==> config.mk <==
export PLATFORM = sky130hd
export DESIGN_NAME = flc_ctrl
export DESIGN_NICKNAME = d
export VERILOG_FILES = /design/src/core/flc_pkg.sv /design/src/core/flc_ctrl.sv
export VERILOG_INCLUDE_DIRS = /design/src /design/src/core
export SDC_FILE = /design/constraint.sdc
export NUM_CORES = 1
export LEC_CHECK = 0
export ABC_CLOCK_PERIOD_IN_PS = 5850
export BUFFER_PORTS_ARGS = -buffer_cell sky130_fd_sc_hd__buf_4
export CORE_ASPECT_RATIO = 0.7
export CORE_MARGIN = 5
export CORE_UTILIZATION = 58
export CTS_CLUSTER_SIZE = 30
export DETAILED_ROUTE_END_ITERATION = 10
export GPL_ROUTABILITY_DRIVEN = 0
export PLACE_DENSITY = 0.94
export SKIP_LAST_GASP = 1
export SYNTH_ARGS = -nofsm -noshare
export SYNTH_HDL_FRONTEND = slang
export SYNTH_SLANG_ARGS = --single-unit
export TNS_END_PERCENT = 20
==> constraint.sdc <==
create_clock -name pclk -period 5.85 [get_ports pclk]
set_input_delay 0.2925 -clock pclk [delete_from_list [all_inputs] [get_ports pclk]]
set_output_delay 0.2925 -clock pclk [all_outputs]
set_load 0.005 [all_outputs]
==> src/core/flc_map.svh <==
// Register offsets, command bytes, status bit positions and timing counts of the flash lock controller.
`ifndef FLC_MAP_SVH
`define FLC_MAP_SVH
`define FLC_OFF_CTRL     12'h000
`define FLC_OFF_ADDR     12'h004
`define FLC_OFF_STATUS   12'h008
`define FLC_OFF_RESULT   12'h00c
`define FLC_CMD_STATUS   8'h70
`define FLC_CMD_SETUP    8'h60
`define FLC_CMD_BLOCK    8'h01
`define FLC_CMD_PERM     8'hf1
`define FLC_CMD_CLEARALL 8'hd0
`define FLC_CMD_CLRSR    8'h50
`define FLC_CMD_ARRAY    8'hff
`define FLC_SR_READY     7
`define FLC_SR_ECERR     5
`define FLC_SR_WSERR     4
`define FLC_SR_VPERR     3
`define FLC_SR_PROT      1
`define FLC_SR_ERRMASK   8'h3a
`define FLC_SR_RSVMASK   8'hfe
`define FLC_PULSE_NS     80
`define FLC_CLK_NS       8
`define FLC_PULSE_CYC    (((`FLC_PULSE_NS) + (`FLC_CLK_NS) - 1) / (`FLC_CLK_NS))
`define FLC_CNT_W        5
`define FLC_CMD_W        3
`endif

==> src/core/flc_pkg.sv <==
// Types shared by the flash lock controller.
package flc_pkg;
  typedef enum logic [2:0] {
    FLC_OP_SETBLK   = 3'h1,
    FLC_OP_SETPERM  = 3'h2,
    FLC_OP_CLRALL   = 3'h3,
    FLC_OP_CLRSTAT  = 3'h4,
    FLC_OP_ARRAY    = 3'h5,
    FLC_OP_RDSTAT   = 3'h6
  } flc_op_e;
  typedef enum logic [7:0] {
    FLC_IDLE  = 8'h01,
    FLC_WRITE = 8'h02,
    FLC_GAP   = 8'h04,
    FLC_READ  = 8'h08,
    FLC_CHECK = 8'h10,
    FLC_NEXT  = 8'h20,
    FLC_DONE  = 8'h40,
    FLC_WAIT  = 8'h80
  } flc_state_e;
endpackage

==> src/core/flc_ctrl.sv <==
// Host controller that drives a parallel flash through lock-bit and status command sequences.
//
// Added by the designer: the APB interface to the registers and the register offsets.
`timescale 1ns/1ns
`default_nettype none
`include "flc_map.svh"

// Notes on behaviour
// Write read-status, poll until ready bit high before each lock-bit command.
// Lock-bit set begins with setup byte 60H at any address.
// Second byte 01H at block address sets block lock; F1H sets permanent lock.
// After the last set operation, write FFH to return to array reads.
// Clear all lock-bits is 60H then D0H; then FFH for array reads.
// Device accumulates error bits 5,4,3,1 across several set operations.
// Error bits 5,4,3,1 clear only by the clear-status command; here a reset pulse clears them as well.
// Bits 4 and 5 together mean an invalid command sequence.
// Failed clear sets bit 5; failed set sets bit 4.
// Permanent lock already set aborts block set or clear, sets bit 1.
// Chip erase with all blocks locked sets bit 1 and aborts.
// Failed chip erase sets bit 5.
// After any error, issue clear-status before retrying or recovering.
// Full error check may follow each set or a whole series.
// Ready/busy is open drain, always active, needs a pull-up.
// Ready/busy goes low on accepted command, released when the machine finishes.
// Ready/busy floats in suspend and reset modes.
// Deselected device keeps outputs off; host selects only when accessing.
// Host masks reserved status bit 0 while polling.
// Reset during an operation keeps ready/busy low, then aborts.
// Reset or power-off clears the whole status register.
module flc_ctrl #(
  parameter int ADDR_W = 20
) (
  input  wire logic                pclk,
  input  wire logic                presetn,
  input  wire logic                psel,
  input  wire logic                penable,
  input  wire logic                pwrite,
  input  wire logic [11:0]         paddr,
  input  wire logic [31:0]         pwdata,
  output logic      [31:0]         prdata,
  output logic                     pready,
  output logic                     pslverr,
  output logic      [ADDR_W-1:0]   flash_addr,
  input  wire logic [7:0]          flash_dq_in,
  output logic      [7:0]          flash_dq_out,
  output logic                     flash_dq_oe,
  output logic                     flash_ce_n,
  output logic                     flash_oe_n,
  output logic                     flash_we_n,
  output logic                     reset_powerdown_n,
  input  wire logic                ready_busy_n_out
);
  import flc_pkg::*;

  // The target register is read back with zero fill inside one word, so the width stops short of 32.
  if (ADDR_W < 1 || ADDR_W > 31) begin : g_addr_w_check
    $error("flc_ctrl: ADDR_W must be 1..31");
  end

  // ----------------------------------------------------------------
  // State
  // ----------------------------------------------------------------
  typedef struct packed {
    flc_state_e                 st;
    logic [`FLC_CMD_W-1:0]      op;
    logic [1:0]                 step;
    logic                       poll;
    logic [`FLC_CNT_W-1:0]      cnt;
    logic [ADDR_W-1:0]          tgt;
    logic [7:0]                 sr;
    logic                       busy;
    logic                       done;
    logic                       err;
    logic                       need_clear;
    logic                       rst_req;
    logic [31:0]                prdata;
    logic                       pready;
    logic                       pslverr;
    logic [ADDR_W-1:0]          faddr;
    logic [7:0]                 dq_out;
    logic                       dq_oe;
    logic                       ce_n;
    logic                       oe_n;
    logic                       we_n;
    logic                       rp_n;
  } flc_s;

  flc_s s_reg;
  flc_s s_next;

  // Byte for the current step of the running operation.
  function automatic logic [7:0] flc_step_byte(input logic [`FLC_CMD_W-1:0] op, input logic [1:0] step,
                                               input logic poll);
    logic [7:0] b;
    b = `FLC_CMD_ARRAY;
    if (poll) b = `FLC_CMD_STATUS;
    else begin
      unique case (flc_op_e'(op))
        FLC_OP_SETBLK:  b = (step == 2'd0) ? `FLC_CMD_SETUP : `FLC_CMD_BLOCK;
        FLC_OP_SETPERM: b = (step == 2'd0) ? `FLC_CMD_SETUP : `FLC_CMD_PERM;
        FLC_OP_CLRALL:  b = (step == 2'd0) ? `FLC_CMD_SETUP : `FLC_CMD_CLEARALL;
        FLC_OP_CLRSTAT: b = `FLC_CMD_CLRSR;
        FLC_OP_RDSTAT:  b = `FLC_CMD_STATUS;
        default:        b = `FLC_CMD_ARRAY;
      endcase
    end
    return b;
  endfunction

  function automatic logic flc_two_step(input logic [`FLC_CMD_W-1:0] op);
    return (op == FLC_OP_SETBLK) || (op == FLC_OP_SETPERM) || (op == FLC_OP_CLRALL);
  endfunction

  // ----------------------------------------------------------------
  // Next state
  // ----------------------------------------------------------------
  always_comb begin
    logic acc;
    logic [7:0] sr_m;
    logic rst_set;
    acc = 1'b0;
    sr_m = 8'h00;
    rst_set = 1'b0;
    s_next = s_reg;
    s_next.pready = 1'b0;
    s_next.pslverr = 1'b0;
    s_next.done = 1'b0;
    acc = psel && penable && !s_reg.pready;

    // APB slave: one wait state, every access answered on the second access cycle.
    if (acc) begin
      s_next.pready = 1'b1;
      s_next.prdata = 32'h0000_0000;
      if (pwrite) begin
        unique case (paddr)
          `FLC_OFF_CTRL: begin
            // A pending reset pulse owns the pins, so no operation may start beside it.
            if (!s_reg.busy && !s_reg.rst_req && pwdata[`FLC_CMD_W-1:0] != '0) begin
              // Lock-bit work is refused until the error state has been cleared.
              if (s_reg.need_clear && flc_two_step(pwdata[`FLC_CMD_W-1:0])) begin
                s_next.pslverr = 1'b1;
              end else begin
                s_next.op = pwdata[`FLC_CMD_W-1:0];
                s_next.step = 2'd0;
                s_next.poll = flc_two_step(pwdata[`FLC_CMD_W-1:0]);
                s_next.busy = 1'b1;
                s_next.st = FLC_WRITE;
                s_next.cnt = '0;
              end
            end else if (pwdata[8]) begin
              s_next.rst_req = 1'b1;
              rst_set = 1'b1;
            end else begin
              s_next.pslverr = 1'b1;
            end
          end
          `FLC_OFF_ADDR: s_next.tgt = pwdata[ADDR_W-1:0];
          default:       s_next.pslverr = 1'b1;
        endcase
      end else begin
        unique case (paddr)
          `FLC_OFF_CTRL:   s_next.prdata = {29'h0, s_reg.op};
          `FLC_OFF_ADDR:   s_next.prdata = {{(32-ADDR_W){1'b0}}, s_reg.tgt};
          `FLC_OFF_STATUS: s_next.prdata = {28'h0, s_reg.need_clear, s_reg.err, ~ready_busy_n_out, s_reg.busy};
          `FLC_OFF_RESULT: s_next.prdata = {24'h0, s_reg.sr};
          default:         s_next.pslverr = 1'b1;
        endcase
      end
    end

    unique case (s_reg.st)
      FLC_IDLE: begin
        s_next.ce_n = 1'b1;
        s_next.oe_n = 1'b1;
        s_next.we_n = 1'b1;
        s_next.dq_oe = 1'b0;
        s_next.rp_n = 1'b1;
        if (s_reg.rst_req) begin
          // Pulse the reset pin; the device loses its whole status register.
          s_next.rp_n = 1'b0;
          s_next.sr = 8'h00;
          s_next.need_clear = 1'b0;
          s_next.err = 1'b0;
          // A request written in this very cycle wins over the clear and gives a second pulse.
          s_next.rst_req = rst_set;
          s_next.busy = 1'b1;
          s_next.cnt = '0;
          s_next.st = FLC_WAIT;
        end
      end
      FLC_WRITE: begin
        s_next.ce_n = 1'b0;
        s_next.we_n = 1'b0;
        s_next.oe_n = 1'b1;
        s_next.dq_oe = 1'b1;
        s_next.dq_out = flc_step_byte(s_reg.op, s_reg.step, s_reg.poll);
        // Block set needs the block address on confirm; other bytes go anywhere.
        s_next.faddr = (s_reg.op == FLC_OP_SETBLK && !s_reg.poll && s_reg.step == 2'd1) ? s_reg.tgt : '0;
        s_next.cnt = s_reg.cnt + 1'b1;
        if (s_reg.cnt == `FLC_CNT_W'(`FLC_PULSE_CYC)) begin
          s_next.we_n = 1'b1;
          s_next.cnt = '0;
          s_next.st = FLC_GAP;
        end
      end
      FLC_GAP: begin
        s_next.ce_n = 1'b1;
        s_next.dq_oe = 1'b0;
        s_next.cnt = s_reg.cnt + 1'b1;
        if (s_reg.cnt == `FLC_CNT_W'(`FLC_PULSE_CYC)) begin
          s_next.cnt = '0;
          if (s_reg.poll || (s_reg.op == FLC_OP_RDSTAT)) s_next.st = FLC_READ;
          else if (flc_two_step(s_reg.op) && s_reg.step == 2'd0) begin
            s_next.step = 2'd1;
            s_next.st = FLC_WRITE;
          end else if (flc_two_step(s_reg.op)) begin
            // After confirm the device answers reads with status until told otherwise.
            s_next.step = 2'd2;
            s_next.st = FLC_READ;
          end else begin
            if (s_reg.op == FLC_OP_CLRSTAT) begin
              s_next.sr = s_reg.sr & ~`FLC_SR_ERRMASK;
              s_next.need_clear = 1'b0;
              s_next.err = 1'b0;
            end
            s_next.st = FLC_DONE;
          end
        end
      end
      FLC_READ: begin
        s_next.ce_n = 1'b0;
        s_next.oe_n = 1'b0;
        s_next.dq_oe = 1'b0;
        s_next.cnt = s_reg.cnt + 1'b1;
        if (s_reg.cnt == `FLC_CNT_W'(`FLC_PULSE_CYC)) begin
          s_next.sr = flash_dq_in & `FLC_SR_RSVMASK;
          s_next.oe_n = 1'b1;
          s_next.ce_n = 1'b1;
          s_next.cnt = '0;
          s_next.st = FLC_CHECK;
        end
      end
      FLC_CHECK: begin
        // Ready pin low means busy; the poll goes on while either source says busy.
        if (!s_reg.sr[`FLC_SR_READY] || !ready_busy_n_out) begin
          s_next.st = FLC_READ;
        end else if (s_reg.poll) begin
          s_next.poll = 1'b0;
          s_next.st = FLC_WRITE;
        end else begin
          s_next.st = FLC_NEXT;
        end
      end
      FLC_NEXT: begin
        sr_m = s_reg.sr & `FLC_SR_ERRMASK;
        if (sr_m != 8'h00) begin
          // Any of bits 5,4,3,1 (including 4 and 5 together) counts as an error.
          s_next.err = 1'b1;
          s_next.need_clear = 1'b1;
        end
        if (flc_two_step(s_reg.op)) begin
          s_next.op = FLC_OP_ARRAY;
          s_next.poll = 1'b0;
          s_next.step = 2'd0;
          s_next.st = FLC_WRITE;
        end else begin
          s_next.st = FLC_DONE;
        end
      end
      FLC_DONE: begin
        s_next.busy = 1'b0;
        s_next.done = 1'b1;
        s_next.st = FLC_IDLE;
      end
      FLC_WAIT: begin
        s_next.cnt = s_reg.cnt + 1'b1;
        if (s_reg.cnt == `FLC_CNT_W'(`FLC_PULSE_CYC)) begin
          s_next.rp_n = 1'b1;
          s_next.busy = 1'b0;
          s_next.cnt = '0;
          s_next.st = FLC_IDLE;
        end
      end
    endcase
  end

  always_ff @(posedge pclk or negedge presetn) begin
    if (!presetn) begin
      s_reg <= '{st: FLC_IDLE, op: '0, step: 2'd0, poll: 1'b0, cnt: '0, tgt: '0, sr: 8'h00,
                 busy: 1'b0, done: 1'b0, err: 1'b0, need_clear: 1'b0, rst_req: 1'b0, prdata: 32'h0000_0000,
                 pready: 1'b0, pslverr: 1'b0, faddr: '0, dq_out: 8'h00, dq_oe: 1'b0, ce_n: 1'b1,
                 oe_n: 1'b1, we_n: 1'b1, rp_n: 1'b1};
    end else begin
      s_reg <= s_next;
    end
  end

  assign prdata            = s_reg.prdata;
  assign pready            = s_reg.pready;
  assign pslverr           = s_reg.pslverr;
  assign flash_addr        = s_reg.faddr;
  assign flash_dq_out      = s_reg.dq_out;
  assign flash_dq_oe       = s_reg.dq_oe;
  assign flash_ce_n        = s_reg.ce_n;
  assign flash_oe_n        = s_reg.oe_n;
  assign flash_we_n        = s_reg.we_n;
  assign reset_powerdown_n = s_reg.rp_n;
endmodule
`default_nettype wire

# Word-level counts from Yosys, hierarchy flattened
# Cells that the tools add are included.
classes:
  n_mux: 87
  n_eq_ne: 30
  n_addsub: 1
  bitwise_logic: 2
  n_reduce_logical: 40
ops:
  columns: ["op", "n"]
  rows:
  - ["$mux 8", 13]
  - ["$pmux 20 s4", 1]
  - ["$mux 39", 2]
  - ["$pmux 8 s8", 1]
  - ["$mux 20", 3]
  - ["$mux 19", 3]
  - ["$pmux 8 s5", 1]
  - ["$mux 35", 1]
  - ["$mux 7", 5]
  - ["$mux 1", 26]
  - ["$eq 12x4->1 const B", 2]
  - ["$mux 6", 4]
  - ["$pmux 8 s3", 1]
  - ["$mux 2", 11]
  - ["$ne 2x2->1 const B", 9]
  - ["$reduce_and 8->1", 2]
  - ["$eq 12x3->1 const B", 1]
  - ["$eq 3x2->1 const B", 4]
  - ["$logic_not 12->1", 1]
  - ["$pmux 2 s3", 2]
  - ["$reduce_bool 3->1", 4]
  - ["$mux 5", 2]
  - ["$pmux 1 s2", 5]
  - ["$pmux 5 s2", 1]
  - ["29 further kinds", 55]
word_totals:
  register_bits: 118

# Longest topological paths before layout
depth:
  ltp_word: 14
  depth_mapped: 8
  depth_no_buf: 7

# Least setup slack after synthesis
# Ideal clock, no wire load.
synth_timing:
  path_type: "reg2reg"
  from: "reg s_reg[100] (netlist bit)"
  to: "reg s_reg[73] (netlist bit)"
  path_slack_ns: 3.832
  path_stages_with_launch: 9
  arrival_time_ns: 1.938
  path_cell_list: "dfrtp_1 -> inv_1 -> ha_1 -> nand2_1 -> or3_1 -> clkbuf_1 -> or3_1 -> a21oi_2 -> mux2i_1"
synth_between:
  elab_chain_len: 3
synth_lines:
  columns: ["element", "line", "text"]
  rows:
  - ["from (decl)", "flc_ctrl.sv:88", "flc_s s_reg;"]
  - ["from (signal assigned)", "flc_ctrl.sv:289", "s_reg <= '{st: FLC_IDLE, op: '0, step: 2'd0, poll: 1'b0, cnt: '0, tgt: '0, sr: 8'h00,"]
  - ["from (signal assigned)", "flc_ctrl.sv:294", "s_reg <= s_next;"]
  - ["$eq 5x4->1 *", "flc_ctrl.sv:210, flc_ctrl.sv:235", null]
  - ["$ne 2x2->1 (no line)", null, null]
  - ["$reduce_and 8->1 (no line) *", null, null]
# Every way passes the cells marked *; elsewhere a longest branch is shown, timed or not.
# A chain may end at the register's enable or synchronous reset.

# Worst setup path after layout
layout_timing:
  from: "in paddr[7]"
  to: "reg s_reg[86] (netlist bit)"
layout_between:
  elab_chain_len: 2
layout_lines:
  columns: ["element", "line", "text"]
  rows:
  - ["from (decl)", "flc_ctrl.sv:38", "input wire logic [11:0] paddr,"]
  - ["$eq 12x3->1", "flc_ctrl.sv:135", "unique case (paddr)"]
  - ["$reduce_and 3->1 (no line)", null, null]
# Every way passes these cells.

==> impl_metrics.csv <==
group,metric,value,unit
layout,final_cell_area,5970,um2
yosys,yosys.area.top_type,"sky130_fd_sc_hd__dfrtp_1",
routing,wl_per_cell,19.2,um
pwr,max-vdd-ir-drop,0.000225,V
timing,fmax,381,MHz
placed_design,place.port_buffers,99,
grt,globalRouteOverflowTotal,0,
timing,headroom_to_the_max_slew_limit,30.8,%
timing,grt_setup_unrepaired,"no",
yosys,yosysWarningCount,0,
placed_design,postPlaceCellArea,5660,um2
yosys,ys_dominant_reg_cell,"sky130_fd_sc_hd__dfrtp_1",
floorplan,boundaryPins,125,
layout,final_common_cell,"sky130_fd_sc_hd__buf_4",
routing,postRouteAntennaNets,0,
grt,first_pass_grt_wire_length,19.7,mm
floorplan,core-area,8930,um2
worst_setup_path,crit_end,"s_reg[86]",
worst_hold_path,tightest_hold_check_type,"primary input to register",
pwr,leakagePower,2.99,nW
timing,setup-tns-final,0,ns
clock_network,number_of_clock_sinks_seen_by_cts,102,
layout,n_antenna_cell,0,
clock_network,post-cts-setup-buffer-count,0,
pwr,cell_area_power_density,231,nW/um2
clock_network,cts.clk_slew.worst_paths,0.07,ns
yosys,synth.top_cell.area_share,46.3,%
routing,via_per_inst,5.93,
timing,min_period_over_period,44.8,%
timing,setup_viol,0,
routing,detailroute.wirelength.met2,5.80,mm
floorplan,floorplan.die_area,11100,um2
timing,timing_max_transition_violations_final,0,
job,cap_violations,0,
clock_network,clk-insertion-delay-late,0.34,ns
clock_network,clk_root_buffer_cell,"sky130_fd_sc_hd__clkbuf_16",
layout,largest_register_ff_count,49,
yosys,asyncSetResetFlopFracSynth,100,%
routing,routed-via-count,3856,
grt,vias_in_the_first_global_route,3874,
yosys,cell_count_after_synthesis,479,
yosys,synth_enable_flop_cells,0,
routing,routed_length_on_met3,1.05,mm
routing,top_signal_layer_used,"met4",
clock_network,number_of_clock_buffers_inserted_by_tritoncts,9,
layout,synthToLayoutAreaGrowth,13.8,%
floorplan,placement_rows,29,
worst_setup_path,rrSetupSlack,3.24,ns
worst_setup_path,timing.setup.critical_path_class,"primary input to register",
floorplan,dieHeight,89.5,um
clock_network,cts_tree,"built",
layout,final_cell_mix,"sky130_fd_sc_hd__buf_4 (103), sky130_fd_sc_hd__dfrtp_1 (97), sky130_fd_sc_hd__nand2_1 (46), sky130_fd_sc_hd__a22o_1 (40), sky130_fd_sc_hd__nor2_1 (21)",
worst_setup_path,cp.required,6.07,ns
routing,post-route-drc-count,0,
yosys,ys_types,63,
worst_setup_path,setup.worst_path.start_class,"primary input",
yosys,mappedNetlistArea,5240,um2
status,status,"completed",
timing,post-route-min-period,2.62,ns
placed_design,dp_hpwl,8.86,mm
grt,number_of_antenna_violations_at_the_first_check_in_global_routing,0,
timing,worst_slew_pin_slew,1.04,ns
yosys,avgSynthCellArea,10.9,um2
floorplan,initial_core_util,58.7,%
worst_setup_path,crit-reg2reg-launch,"pready",
routing,firstDrtPassIters,5,
routing,finalWirelength,12.5,mm
yosys,yosys_register_bits,102,
yosys,synth.area.top_cells,"sky130_fd_sc_hd__dfrtp_1 (46%), sky130_fd_sc_hd__buf_4 (8.7%), sky130_fd_sc_hd__a22o_1 (6.7%), sky130_fd_sc_hd__mux2_4 (5.7%), sky130_fd_sc_hd__nand2_1 (3.3%)",
worst_setup_path,cp-startpoint,"paddr[7]",
worst_setup_path,cp-end-kind,"register",
worst_setup_path,rr_endpoint,"s_reg[86]",
floorplan,die_x,124,um
routing,drt_iter0_drc,472,
layout,post_route_cells_drive_above_1_share,30.6,%
worst_setup_path,critical_path_peak_fanout,20,
timing,finalClockSkew,0.00349,ns
worst_setup_path,critical_path_arrival,2.85,ns
worst_setup_path,number_of_cells_on_the_worst_reg_to_reg_path,5,
clock_network,cts_max_path_buffers,2,
grt,grt_util_all_layers,22.9,%
yosys,ys_seq_area_share,48.8,%
timing,hold_violations,0,
clock_network,htree_num_levels,3,
routing,total_routed_wire_length_on_the_met1_layer,5.37,mm
layout,nets,581,
grt,grt_max_degree,72,
-- report_power, final --
group / total (mW) / switching, mW / internal [mW]
clock network: 0.605 / 0.261 / 0.344
registers: 0.708 / 0.00166 / 0.706
logic: 0.0620 / 0.0343 / 0.0277
total: 1.38 / 0.297 / 1.08
-- metal layers --
layer,GRT usage [%],up-vias
met5,0,-
met1,31.5,1902
li1,-,1738
met4,6.03,0
met3,7.21,28
met2,35.7,188
-- area by class of cell --
cell class | count | area [um2]
clock inverters | 5 | 57.6
repair buffers | 104 | 783
inverters | 14 | 52.6
well taps | 124 | 155
clock buffers | 11 | 243
multi-input cells | 290 | 2120
flip-flops and latches | 102 | 2560
fillers | 657 | 2960
-- synth_stat cells (2+ instances only) --
cell and instances:
sky130_fd_sc_hd__buf_4 61, sky130_fd_sc_hd__nand3_1 9, sky130_fd_sc_hd__nor4_4 3, sky130_fd_sc_hd__nor2b_1 2, sky130_fd_sc_hd__and4b_1 2, sky130_fd_sc_hd__a31o_2 2, sky130_fd_sc_hd__a21o_1 3, sky130_fd_sc_hd__or3_1 3
sky130_fd_sc_hd__nand3b_1 3, sky130_fd_sc_hd__o2111ai_1 3, sky130_fd_sc_hd__nand4b_1 2, sky130_fd_sc_hd__nand4_1 5, sky130_fd_sc_hd__or2_2 3, sky130_fd_sc_hd__nor4b_1 4, sky130_fd_sc_hd__o22ai_1 2, sky130_fd_sc_hd__buf_1 2
sky130_fd_sc_hd__inv_1 14, sky130_fd_sc_hd__mux4_2 2, sky130_fd_sc_hd__clkbuf_1 16, sky130_fd_sc_hd__a22o_1 40, sky130_fd_sc_hd__a21oi_2 2, sky130_fd_sc_hd__a21oi_1 12, sky130_fd_sc_hd__nor2_1 21, sky130_fd_sc_hd__and2_1 3
sky130_fd_sc_hd__nand2b_1 4, sky130_fd_sc_hd__ha_1 2, sky130_fd_sc_hd__o211ai_1 5, sky130_fd_sc_hd__mux2_4 20, sky130_fd_sc_hd__o21ai_0 17, sky130_fd_sc_hd__nor3_1 9, sky130_fd_sc_hd__nand2_1 46, sky130_fd_sc_hd__mux2i_1 12
sky130_fd_sc_hd__o21a_1 2, sky130_fd_sc_hd__and3b_1 2, sky130_fd_sc_hd__nor3b_1 5, sky130_fd_sc_hd__dfrtp_1 97, sky130_fd_sc_hd__a31oi_1 3, sky130_fd_sc_hd__a211o_1 3, sky130_fd_sc_hd__buf_6 2, sky130_fd_sc_hd__xor2_1 2
sky130_fd_sc_hd__dfstp_2 5, sky130_fd_sc_hd__buf_2 3
-- metrics by stage --
| stage | utilization (%) | instances | setup slack (ns) | total power, mW | hold slack [ns] |
|---|---|---|---|---|---|
| detailed placement | 63.4 | 633 | 2.88 | 0.783 | 0.242 |
| global route | 66.8 | 650 | 3.13 | 1.42 | 0.165 |
| global placement | 63.4 | 633 | 2.86 | 0.781 | 0.235 |
| finish | 66.8 | 650 | 3.23 | 1.38 | 0.175 |
| floorplan | - | 490 | 3.83 | 0.743 | -0.00309 |
| CTS | 66.8 | 650 | 3.24 | 1.38 | 0.169 |
-- worst max-delay path, stage by stage --
cell,delay [ns]
sky130_fd_sc_hd__buf_4,0.11
sky130_fd_sc_hd__or4_4,0.53
sky130_fd_sc_hd__nor4_4,0.48
sky130_fd_sc_hd__nand4_2,0.85
sky130_fd_sc_hd__mux2_4,0.58
-- worst min-delay path by stage --
stage,start,to,slack (ns),cells after the start
2_1_floorplan,presetn,flash_addr[0],-0.003,0
3_3_place_gp,presetn,flash_dq_out[3],0.23,1
3_5_place_dp,presetn,flash_dq_out[6],0.24,1
4_1_cts,pwdata[11],s_reg[91],0.17,2
5_1_grt,pwdata[17],s_reg[97],0.16,2
6_report,pwdata[11],s_reg[91],0.18,2
-- cells by family (layout without fill, tap and decap cells) --
logic type	after synthesis	after routing	synth area share, %
AOI/OAI and AO/OA	105	105	15.0
xor gates and xnor gates	2	2	0.334
adders and majority gates	3	3	0.668
buffers and inverters	98	134	11.7
DFF	102	102	48.8
and+or+nand+nor	133	133	14.3
muxes	35	35	9.09
other	1	12	0.0715
-- repair_timing --
item                                   CTS  global route
hold buffers                             1             0
setup endpoints to repair                0             0
endpoints found under the hold margin   30             0
gates resized for setup                  0             0
No activity file was read; power rests on OpenSTA's default activity.
